===== config.mk =====
export PLATFORM = sky130hd
export DESIGN_NAME = spc_scan_pulse_counter
export DESIGN_NICKNAME = d
export VERILOG_FILES = /design/src/common/spc_pkg.sv /design/src/hdl/spc_freq_div.sv /design/src/hdl/spc_scan_pulse_counter.sv
export SDC_FILE = /design/constraint.sdc
export NUM_CORES = 1
export LEC_CHECK = 0
export BUFFER_PORTS_ARGS = -buffer_cell sky130_fd_sc_hd__buf_2
export CORE_ASPECT_RATIO = 1.25
export CORE_UTILIZATION = 30
export CTS_BUF_LIST = sky130_fd_sc_hd__clkbuf_8
export CTS_CLUSTER_DIAMETER = 30
export CTS_CLUSTER_SIZE = 20
export DETAILED_ROUTE_END_ITERATION = 10
export PLACE_DENSITY = 0.49
export SLEW_MARGIN = 20
export SYNTH_ARGS = -nofsm -noshare
export SYNTH_HDL_FRONTEND = slang
export SYNTH_SLANG_ARGS = --single-unit

===== constraint.sdc =====
create_clock -name clock -period 6.93 [get_ports clock]
set_clock_uncertainty 0.2 [all_clocks]
set_input_delay 0.693 -clock clock [delete_from_list [all_inputs] [get_ports clock]]
set_output_delay 0.693 -clock clock [all_outputs]
set_load 0.05 [all_outputs]

===== src/common/spc_pkg.sv =====
// Purpose: Shared constants for the scan pulse counter
// Assumes: 40 MHz logger clock
// Notes:   Times in ns, cycle counts derived from the clock period
package spc_pkg;
   localparam int unsigned CLK_PERIOD_NS = 25;
   localparam int unsigned CNT_W         = 32;
   // Noise filter: samples agreeing before an input level is accepted
   localparam int unsigned FILT_TIME_NS  = 200;
   localparam int unsigned FILT_CYC      = (FILT_TIME_NS + CLK_PERIOD_NS - 1) / CLK_PERIOD_NS;
   // Contact bounce hold-off after an accepted closure edge
   localparam int unsigned DEB_TIME_NS   = 2000000;
   localparam int unsigned DEB_CYC       = (DEB_TIME_NS + CLK_PERIOD_NS - 1) / CLK_PERIOD_NS;
   localparam int unsigned FILT_W        = 8;
   localparam int unsigned DEB_W         = 20;
   localparam int unsigned DIV_W         = 32;
   localparam logic [CNT_W-1:0] CNT_RST  = 32'h0000_0000;
   typedef enum logic [2:0] {
      SPC_IDLE = 3'b001,
      SPC_RUN  = 3'b010,
      SPC_DONE = 3'b100
   } spc_div_t;
endpackage


===== src/hdl/spc_freq_div.sv =====
// Purpose: Sequential divider turning a scan count into hertz
// Assumes: Scan length given in clock cycles, nonzero
// Notes:   One quotient bit per cycle; restarts on each start pulse
module spc_freq_div #(
   parameter int unsigned W = 32
) (
   // Clock and reset
   input  wire logic          clock,
   input  wire logic          rst,
   // Request
   input  wire logic          start,
   input  wire logic [W-1:0]  count,
   input  wire logic [W-1:0]  scan_cycles,
   // Answer
   output logic [W-1:0]       freq_hz,
   output logic               freq_valid
);
   import spc_pkg::*;
   // Clock rate in hertz, from the clock period
   localparam logic [63:0] HZ_SCALE = 64'(1000000000 / CLK_PERIOD_NS);
   if (W < 8 || W > 32) begin
      $error("spc_freq_div: W out of range");
   end
   typedef struct packed {
      spc_div_t     st;
      logic [63:0]  num;
      logic [63:0]  rem;
      logic [W-1:0] den;
      logic [W-1:0] quo;
      logic [6:0]   step;
      logic [W-1:0] freq;
      logic         vld;
   } spc_div_state_t;
   spc_div_state_t s_r, s_nxt;
   always_comb begin
      logic [63:0] trial;
      trial = 64'h0;
      s_nxt = s_r;
      s_nxt.vld = 1'b0;
      case (s_r.st)
         SPC_IDLE, SPC_DONE: begin
            s_nxt.st = SPC_IDLE;
         end
         SPC_RUN: begin
            // Rate = count * clock_hz / scan_cycles, long division
            trial = {s_r.rem[62:0], s_r.num[63]};
            s_nxt.num = {s_r.num[62:0], 1'b0};
            if (trial >= {32'h0, s_r.den}) begin
               s_nxt.rem = trial - {32'h0, s_r.den};
               s_nxt.quo = {s_r.quo[W-2:0], 1'b1};
            end else begin
               s_nxt.rem = trial;
               s_nxt.quo = {s_r.quo[W-2:0], 1'b0};
            end
            s_nxt.step = s_r.step - 7'h01;
            if (s_r.step == 7'h01) begin
               s_nxt.st   = SPC_DONE;
               s_nxt.freq = s_nxt.quo;
               s_nxt.vld  = 1'b1;
            end
         end
         default: s_nxt.st = SPC_IDLE;
      endcase
      if (start) begin
         s_nxt.st   = SPC_RUN;
         s_nxt.num  = {32'h0, count} * HZ_SCALE;
         s_nxt.rem  = 64'h0;
         s_nxt.den  = (scan_cycles == '0) ? W'(1) : scan_cycles;
         s_nxt.quo  = '0;
         s_nxt.step = 7'd64;
      end
   end
   always_ff @(posedge clock) begin
      if (rst) begin
         s_r <= '{st: SPC_IDLE, num: 64'h0, rem: 64'h0, den: '0, quo: '0,
                  step: 7'h00, freq: '0, vld: 1'b0};
      end else begin
         s_r <= s_nxt;
      end
   end
   assign freq_hz    = s_r.freq;
   assign freq_valid = s_r.vld;
endmodule


===== src/hdl/spc_scan_pulse_counter.sv =====
// Purpose: Per-terminal pulse accumulator read and cleared each scan
// Assumes: pulse_in is asynchronous; scan_start is a one-cycle strobe
// Notes:   Frequency result follows the count 65 cycles later
module spc_scan_pulse_counter #(
   parameter int unsigned FILT_CYCLES = spc_pkg::FILT_CYC,
   parameter int unsigned DEB_CYCLES  = spc_pkg::DEB_CYC
) (
   // Clock and reset
   input  wire logic                         clock,
   input  wire logic                         rst,
   // Terminal and configuration
   input  wire logic                         pulse_in,
   input  wire logic                         enable,
   input  wire logic                         closure_mode,
   input  wire logic                         count_falling,
   // Scan timing
   input  wire logic                         scan_start,
   input  wire logic [spc_pkg::DIV_W-1:0]    scan_cycles,
   // Results
   output logic [spc_pkg::CNT_W-1:0]         count_out,
   output logic                              count_valid,
   output logic [spc_pkg::CNT_W-1:0]         freq_hz,
   output logic                              freq_valid,
   output logic [spc_pkg::CNT_W-1:0]         live_count
);
   import spc_pkg::*;
   if (FILT_CYCLES < 1 || FILT_CYCLES >= (1 << FILT_W)) begin
      $error("spc_scan_pulse_counter: FILT_CYCLES out of range");
   end
   if (DEB_CYCLES < 1 || DEB_CYCLES >= (1 << DEB_W)) begin
      $error("spc_scan_pulse_counter: DEB_CYCLES out of range");
   end
   localparam logic [FILT_W-1:0] FILT_LIM = FILT_W'(FILT_CYCLES);
   localparam logic [DEB_W-1:0]  DEB_LIM  = DEB_W'(DEB_CYCLES);

   typedef struct packed {
      logic              sync1;
      logic              sync2;
      logic [FILT_W-1:0] filt_cnt;
      logic              level;
      logic [DEB_W-1:0]  deb_cnt;
      logic [CNT_W-1:0]  acc;
      logic [CNT_W-1:0]  result;
      logic              rvld;
      logic              div_go;
   } spc_state_t;

   spc_state_t s_r, s_nxt;
   logic       edge_hit;

   always_comb begin
      logic filt_lvl;
      logic rise;
      logic fall;
      filt_lvl = s_r.level;
      rise     = 1'b0;
      fall     = 1'b0;
      edge_hit = 1'b0;
      s_nxt    = s_r;
      s_nxt.sync1  = pulse_in;
      s_nxt.sync2  = s_r.sync1;
      s_nxt.rvld   = 1'b0;
      s_nxt.div_go = 1'b0;
      // Short glitches never reach the detector
      if (s_r.sync2 == s_r.level) begin
         s_nxt.filt_cnt = '0;
      end else if (s_r.filt_cnt >= FILT_LIM - 1'b1) begin
         s_nxt.filt_cnt = '0;
         s_nxt.level    = s_r.sync2;
         filt_lvl       = s_r.sync2;
      end else begin
         s_nxt.filt_cnt = s_r.filt_cnt + 1'b1;
      end
      rise = filt_lvl & ~s_r.level;
      fall = ~filt_lvl & s_r.level;
      // Hold-off after a closure swallows bounce
      if (s_r.deb_cnt != '0) begin
         s_nxt.deb_cnt = s_r.deb_cnt - 1'b1;
      end
      if (enable && (count_falling ? fall : rise)) begin
         if (!closure_mode) begin
            edge_hit = 1'b1;
         end else if (s_r.deb_cnt == '0) begin
            edge_hit      = 1'b1;
            s_nxt.deb_cnt = DEB_LIM;
         end
      end
      // Rising or falling edges alike restart the hold-off while bouncing
      if (closure_mode && (rise || fall) && s_r.deb_cnt != '0) begin
         s_nxt.deb_cnt = DEB_LIM;
      end
      // Plain wrap at 2^32, no saturation
      if (edge_hit) begin
         s_nxt.acc = s_r.acc + 1'b1;
      end
      // Same-cycle capture and restart; an edge now opens the new scan
      if (scan_start) begin
         s_nxt.result = s_r.acc;
         s_nxt.acc    = edge_hit ? CNT_W'(1) : CNT_RST;
         s_nxt.rvld   = 1'b1;
         s_nxt.div_go = 1'b1;
      end
      if (!enable) begin
         s_nxt.deb_cnt = '0;
      end
   end

   always_ff @(posedge clock) begin
      if (rst) begin
         s_r <= '{sync1: 1'b0, sync2: 1'b0, filt_cnt: '0, level: 1'b0,
                  deb_cnt: '0, acc: CNT_RST, result: CNT_RST, rvld: 1'b0,
                  div_go: 1'b0};
      end else begin
         s_r <= s_nxt;
      end
   end

   // Frequency from the just-captured count
   spc_freq_div #(
      .W (CNT_W)
   ) u_div (
      .clock       (clock),
      .rst         (rst),
      .start       (s_r.div_go),
      .count       (s_r.result),
      .scan_cycles (scan_cycles),
      .freq_hz     (freq_hz),
      .freq_valid  (freq_valid)
   );

   assign count_out   = s_r.result;
   assign count_valid = s_r.rvld;
   assign live_count  = s_r.acc;
endmodule


==> results of run 1 <==
==> stage by stage <==
| step | total power [W] | std cells | setup WS, ns |
|---|---|---|---|
| 2_1_floorplan | 0.00272 | 3045 | 1.21 |
| 3_3_place_gp | 0.00292 | 4060 | 0.243 |
| 3_5_place_dp | 0.00292 | 4060 | 0.256 |
| 4_1_cts | 0.00606 | 4244 | 0.230 |
| 5_1_grt | 0.00627 | 4246 | 0.233 |
| 6_report | 0.00595 | 4247 | 0.553 |
==> what timing repair did <==
| item | in CTS | in global routing |
|---|---|---|
| gates resized for setup | 0 | 1 |
| hold endpoints to repair | 29 | 0 |
| hold buffers | 29 | 0 |
| endpoints found under the setup margin | 0 | 1 |
==> state kept, by name, indices dropped and copies added (netlist names) <==
register and count:
count_out 32, count_valid 1, live_count 32, s_nxt 1
s_r 30, u_div.freq_hz 32, u_div.freq_valid 1, u_div.s_r 191
==> cells in the final DEF (no fill, tap or decap), types with 8 or more instances in the layout <==
cell type,n
fa_1,165
clkinv_2,8
nand3_1,53
nand2b_1,16
o21ai_0,124
ha_1,290
a21oi_1,267
nand2_1,341
a21o_1,36
bufinv_16,17
clkbuf_8,101
nor2_1,207
and3_1,16
o21bai_1,15
dlygate4sd3_1,29
clkinv_4,9
dfxtp_1,319
a311oi_1,16
or4_1,9
buf_4,27
o21a_1,11
inv_1,419
a211oi_1,25
xnor2_1,83
a31oi_1,13
nor4_1,28
o211ai_1,14
o22ai_1,23
or3_1,20
nand4_1,27
nor3_1,41
buf_2,135
o31ai_1,10
xor2_1,54
mux2i_1,61
and2_1,14
nor2b_1,15
==> power by group <==
part,internal (W),switching (W)
clock network,0.00199,0.00107
logic,0.000382,0.000561
registers,0.00190,0.0000453
total,0.00427,0.00168
==> worst paths after layout <==
path	startpoint	to	slack, ns
worst max-delay path	count_out[0]	u_div.s_r[217]	0.55
worst min-delay path	scan_cycles[1]	u_div.s_r[73]	0.09
worst max register to register	count_out[0]	u_div.s_r[217]	0.55
worst min register to register	s_r[87]	s_r[87]	0.25
==> cell families (layout without fill, tap and decap cells) <==
| family | after synthesis | count (layout) | share of synthesized area |
|---|---|---|---|
| other | 1 | 7 | 0.000148 |
| multiplexers | 63 | 63 | 0.0250 |
| AND/OR/NAND/NOR | 833 | 833 | 0.151 |
| adder cells (fa/ha/maj) | 455 | 455 | 0.273 |
| AO/OA/AOI/OAI | 595 | 595 | 0.139 |
| flip-flops | 320 | 320 | 0.253 |
| XOR/XNOR | 137 | 137 | 0.0473 |
| buffers and inverters | 638 | 757 | 0.111 |
==> critical path, cell delays in order (launching register included) <==
cell and delay, ns:
dfxtp_1 0.66, ha_1 0.28, ha_1 0.15, inv_1 0.08, fa_1 0.54, inv_1 0.05
fa_1 0.46, fa_1 0.55, inv_1 0.06, fa_1 0.53, inv_1 0.04, ha_1 0.39
and3_1 0.20, nand2_1 0.06, o211ai_1 0.43, o21bai_1 0.25, o22ai_1 0.24, o21ai_0 0.15
buf_4 0.17, o41ai_2 0.47, xnor2_1 0.18, o22ai_1 0.10
==> routing by layer <==
metal / vias up / global-route usage
li1: 10200 / -
met5: - / 0
met4: 0 / 0.0563
met3: 125 / 0.0258
met2: 312 / 0.296
met1: 9350 / 0.182
==> cell type report <==
type | count | area (sq um)
antenna | 3 | 7.51
clock buffer | 101 | 1390
clock inverter | 54 | 772
fill | 8841 | 54400
inverter | 411 | 1540
multi-input combinational | 2087 | 16200
sequential | 320 | 6410
tap | 1080 | 1350
timing repair buffer | 191 | 1170
==> qor.txt, run 1 <==
placed inst area -> 26400 sq um
post-synthesis sequential area ratio -> 0.253
Synth Area per Inst -> 8.33 sq um
Site Rows -> 118
Worst-Margin Slew -> 0.992 ns
Crit Path Class -> reg2reg
vias in the first global route -> 20800
P_leak -> 13.8 nW
PortBufs -> 136
predominant post-synthesis flop cell -> dfxtp_1
hold path depth -> 3
hold crit path type -> in2reg
1st-pass router iterations -> 5
top-area cell type share of the netlist area -> 0.253
Crit. End Element -> flip-flop
nets@finish -> 3591
met2 WL -> 34700 microns
Commonest cells post-synth -> 411 x inv_1, 342 x nand2_1, 320 x dfxtp_1, 290 x ha_1, 267 x a21oi_1
Finished Cell Area -> 28800 sq um
Synth cell types -> 79
P&R area growth vs syn -> 13.7%
pin count of the biggest net entering global routing -> 79
first-pass GRT wire length -> 109000 microns
total routed wirelength -> 67300 microns
WL met1 -> 28600 microns
Starting Density -> 0.304
clock buffer count from CTS -> 86
Seq cells post-synth -> 320
final setup violation count -> 0
ys async rst share -> 0
Yosys warnings -> 0
Vias/cell -> 4.71
max-cap viol count -> 0
Max Fclk -> 157 MHz
status -> finished, final reports clean
clock latency on the worst-skew pair -> 0.70 ns
CTS tree -> done
critical path peak fanout -> 9
H-tree depth -> 3
Starting DRT DRC Count -> 911
initial antenna violation count -> 2
routability cong. -> 0.836
global route total overflow -> 0
die height -> 327 microns
fin util -> 0.346
reg2reg path depth -> 21
layout cell share with drive strength beyond 1 -> 0.107
Synth area leaders -> dfxtp_1 25%, ha_1 14%, fa_1 13%, inv_1 6.1%, a21oi_1 5.3%
drt wl/cell -> 15.8 microns
Fin. Hold Viols -> 0
I/O pins -> 137
DR DRC count -> 0
final worst path period share -> 0.920
Met3 Wirelength -> 2190 microns
Routed Antenna Nets -> 0
final critical-path required period -> 6.38 ns
VDD IR max -> 0.137 mV
PwrDens -> 206 nW/um^2
Pins Over Slew Limit -> 0
clk buf depth -> 3
most common cell in the netlist -> inv_1
Die Span X -> 262 microns
area leader, netlist -> dfxtp_1
Gate Count Post-Synth -> 3042
Worst Setup Start Kind -> flip-flop
Critical Path RT -> 7.26 ns
Slew HR -> 0.337
CTS sink count -> 320
hold_ws -> 0.0895 ns
Total GRT Usage -> 0.160
Core ar. -> 83300 sq um
RSZ-0062 raised after global routing -> no
Post-CTS Setup Bufs -> 0
hpwl dp -> 51300 microns
number of flops mapped to enable cells by yosys -> 0
die area -> 85700 sq um
Worst-path clk slew -> 0.05 ns
Synth Cell Area -> 25300 sq um
Critical Path AT -> 6.71 ns
highest layer used for signal routing -> met4
via count -> 20000
Clk Tree Root Cell -> clkbuf_8
Setup TNS -> 0 ns
(Power assumes the default switching activity.)
==> run 2: changes to the inputs <==
--- a/config.mk
+++ b/config.mk
@@ -16,4 +16,5 @@
 export SLEW_MARGIN = 20
 export SYNTH_ARGS = -nofsm -noshare
 export SYNTH_HDL_FRONTEND = slang
+export SYNTH_HIERARCHICAL = 1
 export SYNTH_SLANG_ARGS = --single-unit
==> qor.txt, run 2 <==
most common cell after layout, fill and taps aside -> inv_1
clock share of power -> 0.478 (-0.037)
Starting DRT DRC Count -> 855 (-6.1%)
post-synthesis sequential area ratio -> 0.252 (-0.00115)
clock latency on the worst-skew pair -> 0.69 ns (about the same)
hold buffer count at CTS -> 30 (+3.4%)
Crit. End Element -> flip-flop
final-layout fill cell count -> 8909 (+0.77%)
Post-CTS Setup Bufs -> 0 (unchanged)
Pins Over Slew Limit -> 0 (unchanged)
die area -> 86100 sq um (+0.46%)
first-pass GRT wire length -> 112000 microns (+2.9%)
RSZ-0062 raised after global routing -> no
Worst-Margin Slew -> 1.09 ns (+0.0967 ns)
Synth area leaders -> dfxtp_1 25%, ha_1 14%, fa_1 13%, inv_1 6.0%, a21oi_1 6.0%
via count -> 20400 (+2.0%)
ys async rst share -> 0 (unchanged)
VDD IR max -> 0.267 mV (+95%)
Site Rows -> 119 (+0.85%)
final worst path period share -> 0.903 (-0.0172)
area leader, netlist -> dfxtp_1
Gate Count Post-Synth -> 3078 (+1.2%)
Reg with most FFs -> u_div/s_r
Clk Tree Root Cell -> clkbuf_8
Synth Cell Area -> 25500 sq um (+0.46%)
Pwr Total -> 0.00624 W (+4.9%)
hpwl dp -> 51700 microns (+0.79%)
Crit Path Class -> reg2reg
Yosys warnings -> 6 (+6)
Core ar. -> 84100 sq um (+1.0%)
critical path peak fanout -> 8 (-1)
reg2reg start -> count_out[9]
Critical Path AT -> 6.59 ns (-0.12 ns)
hold path depth -> 3 (unchanged)
top-area cell type share of the netlist area -> 0.252 (-0.00115)
Setup TNS -> 0 ns (unchanged)
hold crit path type -> in2reg
Slew HR -> 0.274 (-0.0632)
clk buf depth -> 3 (unchanged)
most common cell in the netlist -> inv_1
global route total overflow -> 0 (unchanged)
H-tree depth -> 3 (unchanged)
die height -> 328 microns (+0.23%)
initial antenna violation count -> 1 (-1)
I/O pins -> 137 (unchanged)
post-CTS sizing -> 0 (unchanged)
number of flip-flops under the largest register name -> 191 (unchanged)
Starting Density -> 0.303 (-0.00171)
layout cell share with drive strength beyond 1 -> 0.116 (+0.00858)
Seq cells post-synth -> 320 (unchanged)
routability cong. -> 0.859 (+2.8%)
final critical-path required period -> 6.26 ns (-0.119 ns)
P&R area growth vs syn -> 13.7% (about the same)
Setup crit start -> count_out[9]
1st-pass router iterations -> 5 (unchanged)
vias in the first global route -> 21100 (+1.3%)
Die Span X -> 263 microns (+0.23%)
total routed wirelength -> 69300 microns (+2.9%)
switching pwr -> 0.00195 W (+16%)
final setup violation count -> 0 (unchanged)
most frequent cells in the layout -> 413 x inv_1, 353 x nand2_1, 319 x dfxtp_1, 303 x a21oi_1, 290 x ha_1
drt wl/cell -> 16.1 microns (+1.7%)
Commonest cells post-synth -> 407 x inv_1, 354 x nand2_1, 320 x dfxtp_1, 303 x a21oi_1, 290 x ha_1
Synth Area per Inst -> 8.27 sq um (-0.72%)
CTS tree -> done
CTS sink count -> 320 (unchanged)
Fin. Hold Viols -> 0 (unchanged)
Worst Setup Start Kind -> flip-flop
Total GRT Usage -> 0.162 (+0.00189)
Reg power frac -> 0.317 (-0.010)
Critical Path End -> u_div/s_r[224]
predominant post-synthesis flop cell -> dfxtp_1
status -> finished, final reports clean
Internal Pwr Total -> 0.00429 W (+0.54%)
nets@finish -> 3627 (+1.0%)
DR DRC count -> 0 (unchanged)
PwrDens -> 215 nW/um^2 (+4.4%)
P_leak -> 13.8 nW (-0.18%)
Worst-path clk slew -> 0.06 ns (about the same)
Critical Path RT -> 7.26 ns (about the same)
PortBufs -> 136 (unchanged)
Switching Fraction -> 0.312 (+0.0297)
Max Fclk -> 160 MHz (+1.9%)
max-cap viol count -> 0 (unchanged)
Synth cell types -> 80 (+1.3%)
Vias/cell -> 4.75 (+0.85%)
share of power burned in combinational logic -> 0.205 (+0.046)
flop2flop setup slack -> 0.67 ns (+0.12 ns)
FF-to-FF End -> u_div/s_r[224]
number of flops mapped to enable cells by yosys -> 0 (unchanged)
Routed Antenna Nets -> 0 (unchanged)
reg2reg path depth -> 22 (+4.8%)
pin count of the biggest net entering global routing -> 183 (+130%)
clock buffer count from CTS -> 89 (+3.5%)
[run 2: changes by cell type after synthesis, moves of 14 or more]
cell,previous run,this run
a311oi_1,16,2
clkbuf_1,99,123
a21oi_1,267,303
nand4_1,27,44
mux2i_1,61,45
[run 2: kinds of logic after synthesis]
family / Yosys count / share of synthesized area
other cells: 1 / 0.000147
mux: 46 / 0.0181
xor+xnor: 123 / 0.0423
flops: 320 / 0.252
simple gates: 850 / 0.156
fa+ha+maj: 455 / 0.272
compound gates: 637 / 0.149
buf+inv: 646 / 0.111
[run 2: power by group through the flow]
stage               combinational [W]  clock (W)  sequential [W]
floorplan                     0.00101          0         0.00200
global placement              0.00127          0         0.00201
finish                        0.00128    0.00298         0.00198
detailed placement            0.00127          0         0.00201
CTS                           0.00129    0.00310         0.00198
global route                  0.00144    0.00320         0.00199
[run 2: worst min-delay path by stage]
stage	startpoint	slack (ns)	end
final	scan_cycles[30]	0.07	u_div/s_r[102]
after global routing	scan_cycles[30]	0.04	u_div/s_r[102]
after CTS	scan_cycles[30]	0.0003	u_div/s_r[102]
after detailed placement	u_div/freq_hz[5]	0.25	u_div/freq_hz[5]
after global placement	s_r[87]	0.23	s_r[87]
after floorplan	s_nxt[95]	0.21	s_r[95]
[run 2: layer usage]
layer  wire (microns)  GRT usage
met1            30100      0.187
met2            34500      0.292
met5                0          0
met3             2530     0.0283
met4             2140     0.0669
[run 2: worst max-delay path: stages (launching register included)]
cell and delay, ns:
dfxtp_1 0.59, ha_1 0.34, ha_1 0.29, ha_1 0.13, inv_1 0.05, fa_1 0.52, inv_1 0.05, fa_1 0.50
inv_1 0.06, fa_1 0.52, inv_1 0.04, ha_1 0.35, a21oi_1 0.25, o21ai_0 0.12, a211o_1 0.29, o21ai_0 0.52
o31a_1 0.34, o31ai_2 0.08, buf_4 0.17, a32oi_1 0.29, o21ai_0 0.15, xnor2_1 0.16, o22ai_1 0.08
[run 2: cell type report]
| type | count | area, sq um | share of cell area |
|---|---|---|---|
| Multi-Input combinational cell | 2115 | 16300 | 0.562 |
| Sequential cell | 320 | 6410 | 0.221 |
| Inverter | 408 | 1530 | 0.0529 |
| Clock buffer | 106 | 1460 | 0.0504 |
| Tap cell | 1089 | 1360 | 0.0471 |
| Timing Repair Buffer | 199 | 1240 | 0.0430 |
| Clock inverter | 58 | 672 | 0.0232 |
| Antenna cell | 2 | 5.00 | 0.000173 |
[run 2: through the flow]
stage | hold WS, ns | area [sq um] | instances | setup slack [ns] | utilization
after global routing | 0.0424 | 29000 | 4297 | 0.219 | 0.344
final | 0.0717 | 29000 | 4297 | 0.672 | 0.344
after detailed placement | 0.245 | 26500 | 4101 | 0.624 | 0.315
after CTS | 0.000268 | 29000 | 4295 | 0.610 | 0.344
after floorplan | 0.214 | 25500 | 3081 | 1.28 | -
after global placement | 0.233 | 26500 | 4101 | 0.669 | 0.315
==> run 3: changes to the inputs <==
--- a/config.mk
+++ b/config.mk
@@ -5,6 +5,7 @@
 export SDC_FILE = /design/constraint.sdc
 export NUM_CORES = 1
 export LEC_CHECK = 0
+export ABC_CLOCK_PERIOD_IN_PS = 5600
 export BUFFER_PORTS_ARGS = -buffer_cell sky130_fd_sc_hd__buf_2
 export CORE_ASPECT_RATIO = 1.25
 export CORE_UTILIZATION = 30
@@ -12,7 +13,8 @@
 export CTS_CLUSTER_DIAMETER = 30
 export CTS_CLUSTER_SIZE = 20
 export DETAILED_ROUTE_END_ITERATION = 10
-export PLACE_DENSITY = 0.49
+export PLACE_DENSITY = 0.51
+export RECOVER_POWER = 50
 export SLEW_MARGIN = 20
 export SYNTH_ARGS = -nofsm -noshare
 export SYNTH_HDL_FRONTEND = slang
==> constraint.sdc (replaced) <==
create_clock -name clock -period 5.6 [get_ports clock]
set_clock_uncertainty 0.2 [all_clocks]
set_input_delay 0.56 -clock clock [delete_from_list [all_inputs] [get_ports clock]]
set_output_delay 0.56 -clock clock [all_outputs]
set_load 0.05 [all_outputs]
==> qor.txt, run 3 (synthesis gave the netlist of run 2 again) <==
status -> finished with violations
failing checks -> capacitance limit, slew limit
total routed wirelength -> 68700 microns (-0.81%)
P&R area growth vs syn -> 22.0%
CTS tree -> done
1st-pass router iterations -> 4 (-1)
H-tree depth -> 3 (unchanged)
nets@finish -> 3780 (+4.2%)
Critical Path End -> u_div/s_r[214]
vias in the first global route -> 21400 (+1.6%)
CTS sink count -> 320 (unchanged)
cell count after placement -> 4246 (+3.5%)
reg2reg start -> count_out[17]
placed inst area -> 27600 sq um (+4.1%)
Setup crit start -> count_out[17]
GRT busiest layer -> met2
PortBufs -> 136 (unchanged)
drt wl/cell -> 15.4 microns (-4.2%)
clk buf depth -> 3 (unchanged)
number of flip-flops under the largest register name -> 191 (unchanged)
clock buffer count from CTS -> 86 (-3.4%)
Worst Setup Start Kind -> flip-flop
Fin. Hold Viols -> 0 (unchanged)
flop2flop setup slack -> 0.15 ns (-0.52 ns)
hpwl dp -> 51200 microns (-0.93%)
final critical-path required period -> 5.45 ns (-0.810 ns)
max-cap viol count -> 5 (+5)
Worst-Margin Slew -> 2.88 ns (+1.79 ns)
Crit Path Class -> reg2reg
Critical Path RT -> 5.92 ns (-1.34 ns)
FF-to-FF End -> u_div/s_r[214]
Vias/cell -> 4.71 (-0.67%)
hold crit path type -> in2reg
critical path peak fanout -> 4 (-4)
first-pass GRT wire length -> 111000 microns (-0.85%)
reg2reg path depth -> 22 (unchanged)
Critical Path AT -> 5.77 ns (-0.82 ns)
CP top delay family -> adder cells
I/O pins -> 137 (unchanged)
final-layout fill cell count -> 8723 (-2.1%)
P_leak -> 14.2 nW (+2.7%)
Pins Over Slew Limit -> 211 (+211)
Global Route met2 Usage -> 0.297 (+0.00432)
Finished Cell Area -> 31100 sq um (+7.3%)
via count -> 21000 (+2.9%)
most common cell after layout, fill and taps aside -> inv_1
Worst-path clk slew -> 0.06 ns (about the same)
layout cell share with drive strength beyond 1 -> 0.163 (+0.0468)
critical path, cell by cell -> ha_4, buf_4, ha_1, fa_1, fa_1, fa_1, inv_1, fa_1, inv_1, ha_4, buf_4, and3_4, nand2_1, nor2_1, a211oi_2, buf_4, o31ai_4, buf_6, a31oi_4, buf_4, xor2_1, o22ai_1
clock latency on the worst-skew pair -> 0.70 ns (about the same)
VDD IR max -> 0.442 mV (+66%)
final worst path period share -> 0.973 (+0.0698)
Starting Density -> 0.303 (unchanged)
GR Util met3 -> 0.0284 (+0.000150)
CP max stage delay -> 0.56 ns (-0.03 ns)
Routed Antenna Nets -> 0 (unchanged)
Die Span X -> 263 microns (unchanged)
Core ar. -> 84100 sq um (unchanged)
die area -> 86100 sq um (unchanged)
hold path start -> closure_mode
Total GRT Usage -> 0.159 (-0.00219)
Bufs and invs on worst path -> 7 (+2)
routability cong. -> 0.840 (-2.2%)
initial antenna violation count -> 2 (+1)
pin count of the biggest net entering global routing -> 154 (-16%)
Non-Filler Instances -> 4451 (+3.6%)
PwrDens -> 262 nW/um^2 (+22%)
Site Rows -> 119 (unchanged)
Reg with most FFs -> u_div/s_r
Crit. End Element -> flip-flop
most frequent cells in the layout -> 402 x inv_1, 352 x nand2_1, 294 x dfxtp_1, 291 x a21oi_1, 248 x ha_1
DR DRC count -> 0 (unchanged)
final setup violation count -> 0 (unchanged)
Starting DRT DRC Count -> 705 (-18%)
met1 Use GR -> 0.181 (-0.00659)
WP depth -> 22 (unchanged)
Slew HR -> -0.921 (-1.20)
global route total overflow -> 0 (unchanged)
Clk Tree Root Cell -> clkbuf_8
Max stage delay cell, worst path -> fa_1
die height -> 328 microns (unchanged)
Max Fclk -> 184 MHz (+15%)
==> run 3: cell types whose count changed in the layout (fill, tap and decap cells not counted), sizes merged <==
cell	previous run	this run
inv	417	426
bufinv	13	23
clkinvlp	7	8
buf	169	221
clkinv	29	17
dlygate4sd3	30	34
clkbuf	106	196
==> run 3: worst min-delay path by stage <==
stage | slack (ns) | cells after the start | endpoint
2_1_floorplan | 0.21 | 1 | s_r[95]
6_report | 0.09 | 3 | s_r[66]
3_3_place_gp | 0.23 | 1 | s_r[95]
4_1_cts | 0.003 | 3 | s_r[66]
5_1_grt | 0.09 | 3 | s_r[66]
3_5_place_dp | 0.23 | 1 | s_r[95]
==> run 3: layer usage <==
layer | vias to the layer above | wire length (microns) | part of all wire
met5 | - | 0 | 0
met4 | 0 | 1880 | 0.027
met3 | 125 | 2470 | 0.036
met2 | 324 | 35100 | 0.51
met1 | 9866 | 29200 | 0.43
li1 | 10700 | - | -
==> run 3: power by group <==
group          leakage, nW  internal (W)  switching (W)
clock network         1.19       0.00270        0.00142
logic                 10.4      0.000608       0.000988
registers             2.60       0.00236      0.0000778
total                 14.2       0.00567        0.00249
==> run 3: worst reg2reg max path, stage by stage, from the launching register on <==
cell      delay, ns
dfxtp_4        0.37
ha_4           0.26
buf_4          0.13
ha_1           0.28
fa_1           0.47
fa_1           0.51
fa_1           0.56
inv_1          0.08
fa_1           0.53
inv_1          0.06
ha_4           0.24
buf_4          0.15
and3_4         0.16
nand2_1        0.08
nor2_1         0.06
a211oi_2       0.21
buf_4          0.16
o31ai_4        0.06
buf_6          0.14
a31oi_4        0.19
buf_4          0.15
xor2_1         0.14
o22ai_1        0.09
==> run 3: what timing repair did <==
action	CTS	global route
hold buffers	34	0
hold endpoints to repair	34	0
pin swaps	29	83
endpoints found under the setup margin	20	24
gates resized for setup	63	108
buffers inserted	2	6
==> run 3: layout make-up <==
class	instances	area, sq um	share of cell area
Clock buffer	96	1320	0.0425
Multi-Input combinational cell	2115	17100	0.549
Clock inverter	66	1010	0.0325
Antenna cell	2	5.00	0.000161
Sequential cell	320	6470	0.208
Tap cell	1089	1360	0.0438
Timing Repair Buffer	355	2320	0.0747
Inverter	408	1530	0.0493
==> run 3: stage by stage <==
step | hold WS, ns | worst slack [ns] | util | total power, W | TNS [ns]
5_1_grt | 0.0877 | -0.0539 | 0.369 | 0.00861 | -0.321
3_3_place_gp | 0.227 | -0.471 | 0.328 | 0.00407 | -4.06
2_1_floorplan | 0.214 | 0.0213 | - | 0.00373 | 0
3_5_place_dp | 0.229 | -0.506 | 0.328 | 0.00407 | -4.44
4_1_cts | 0.00335 | 0.00408 | 0.364 | 0.00831 | 0
6_report | 0.0907 | 0.152 | 0.369 | 0.00815 | 0
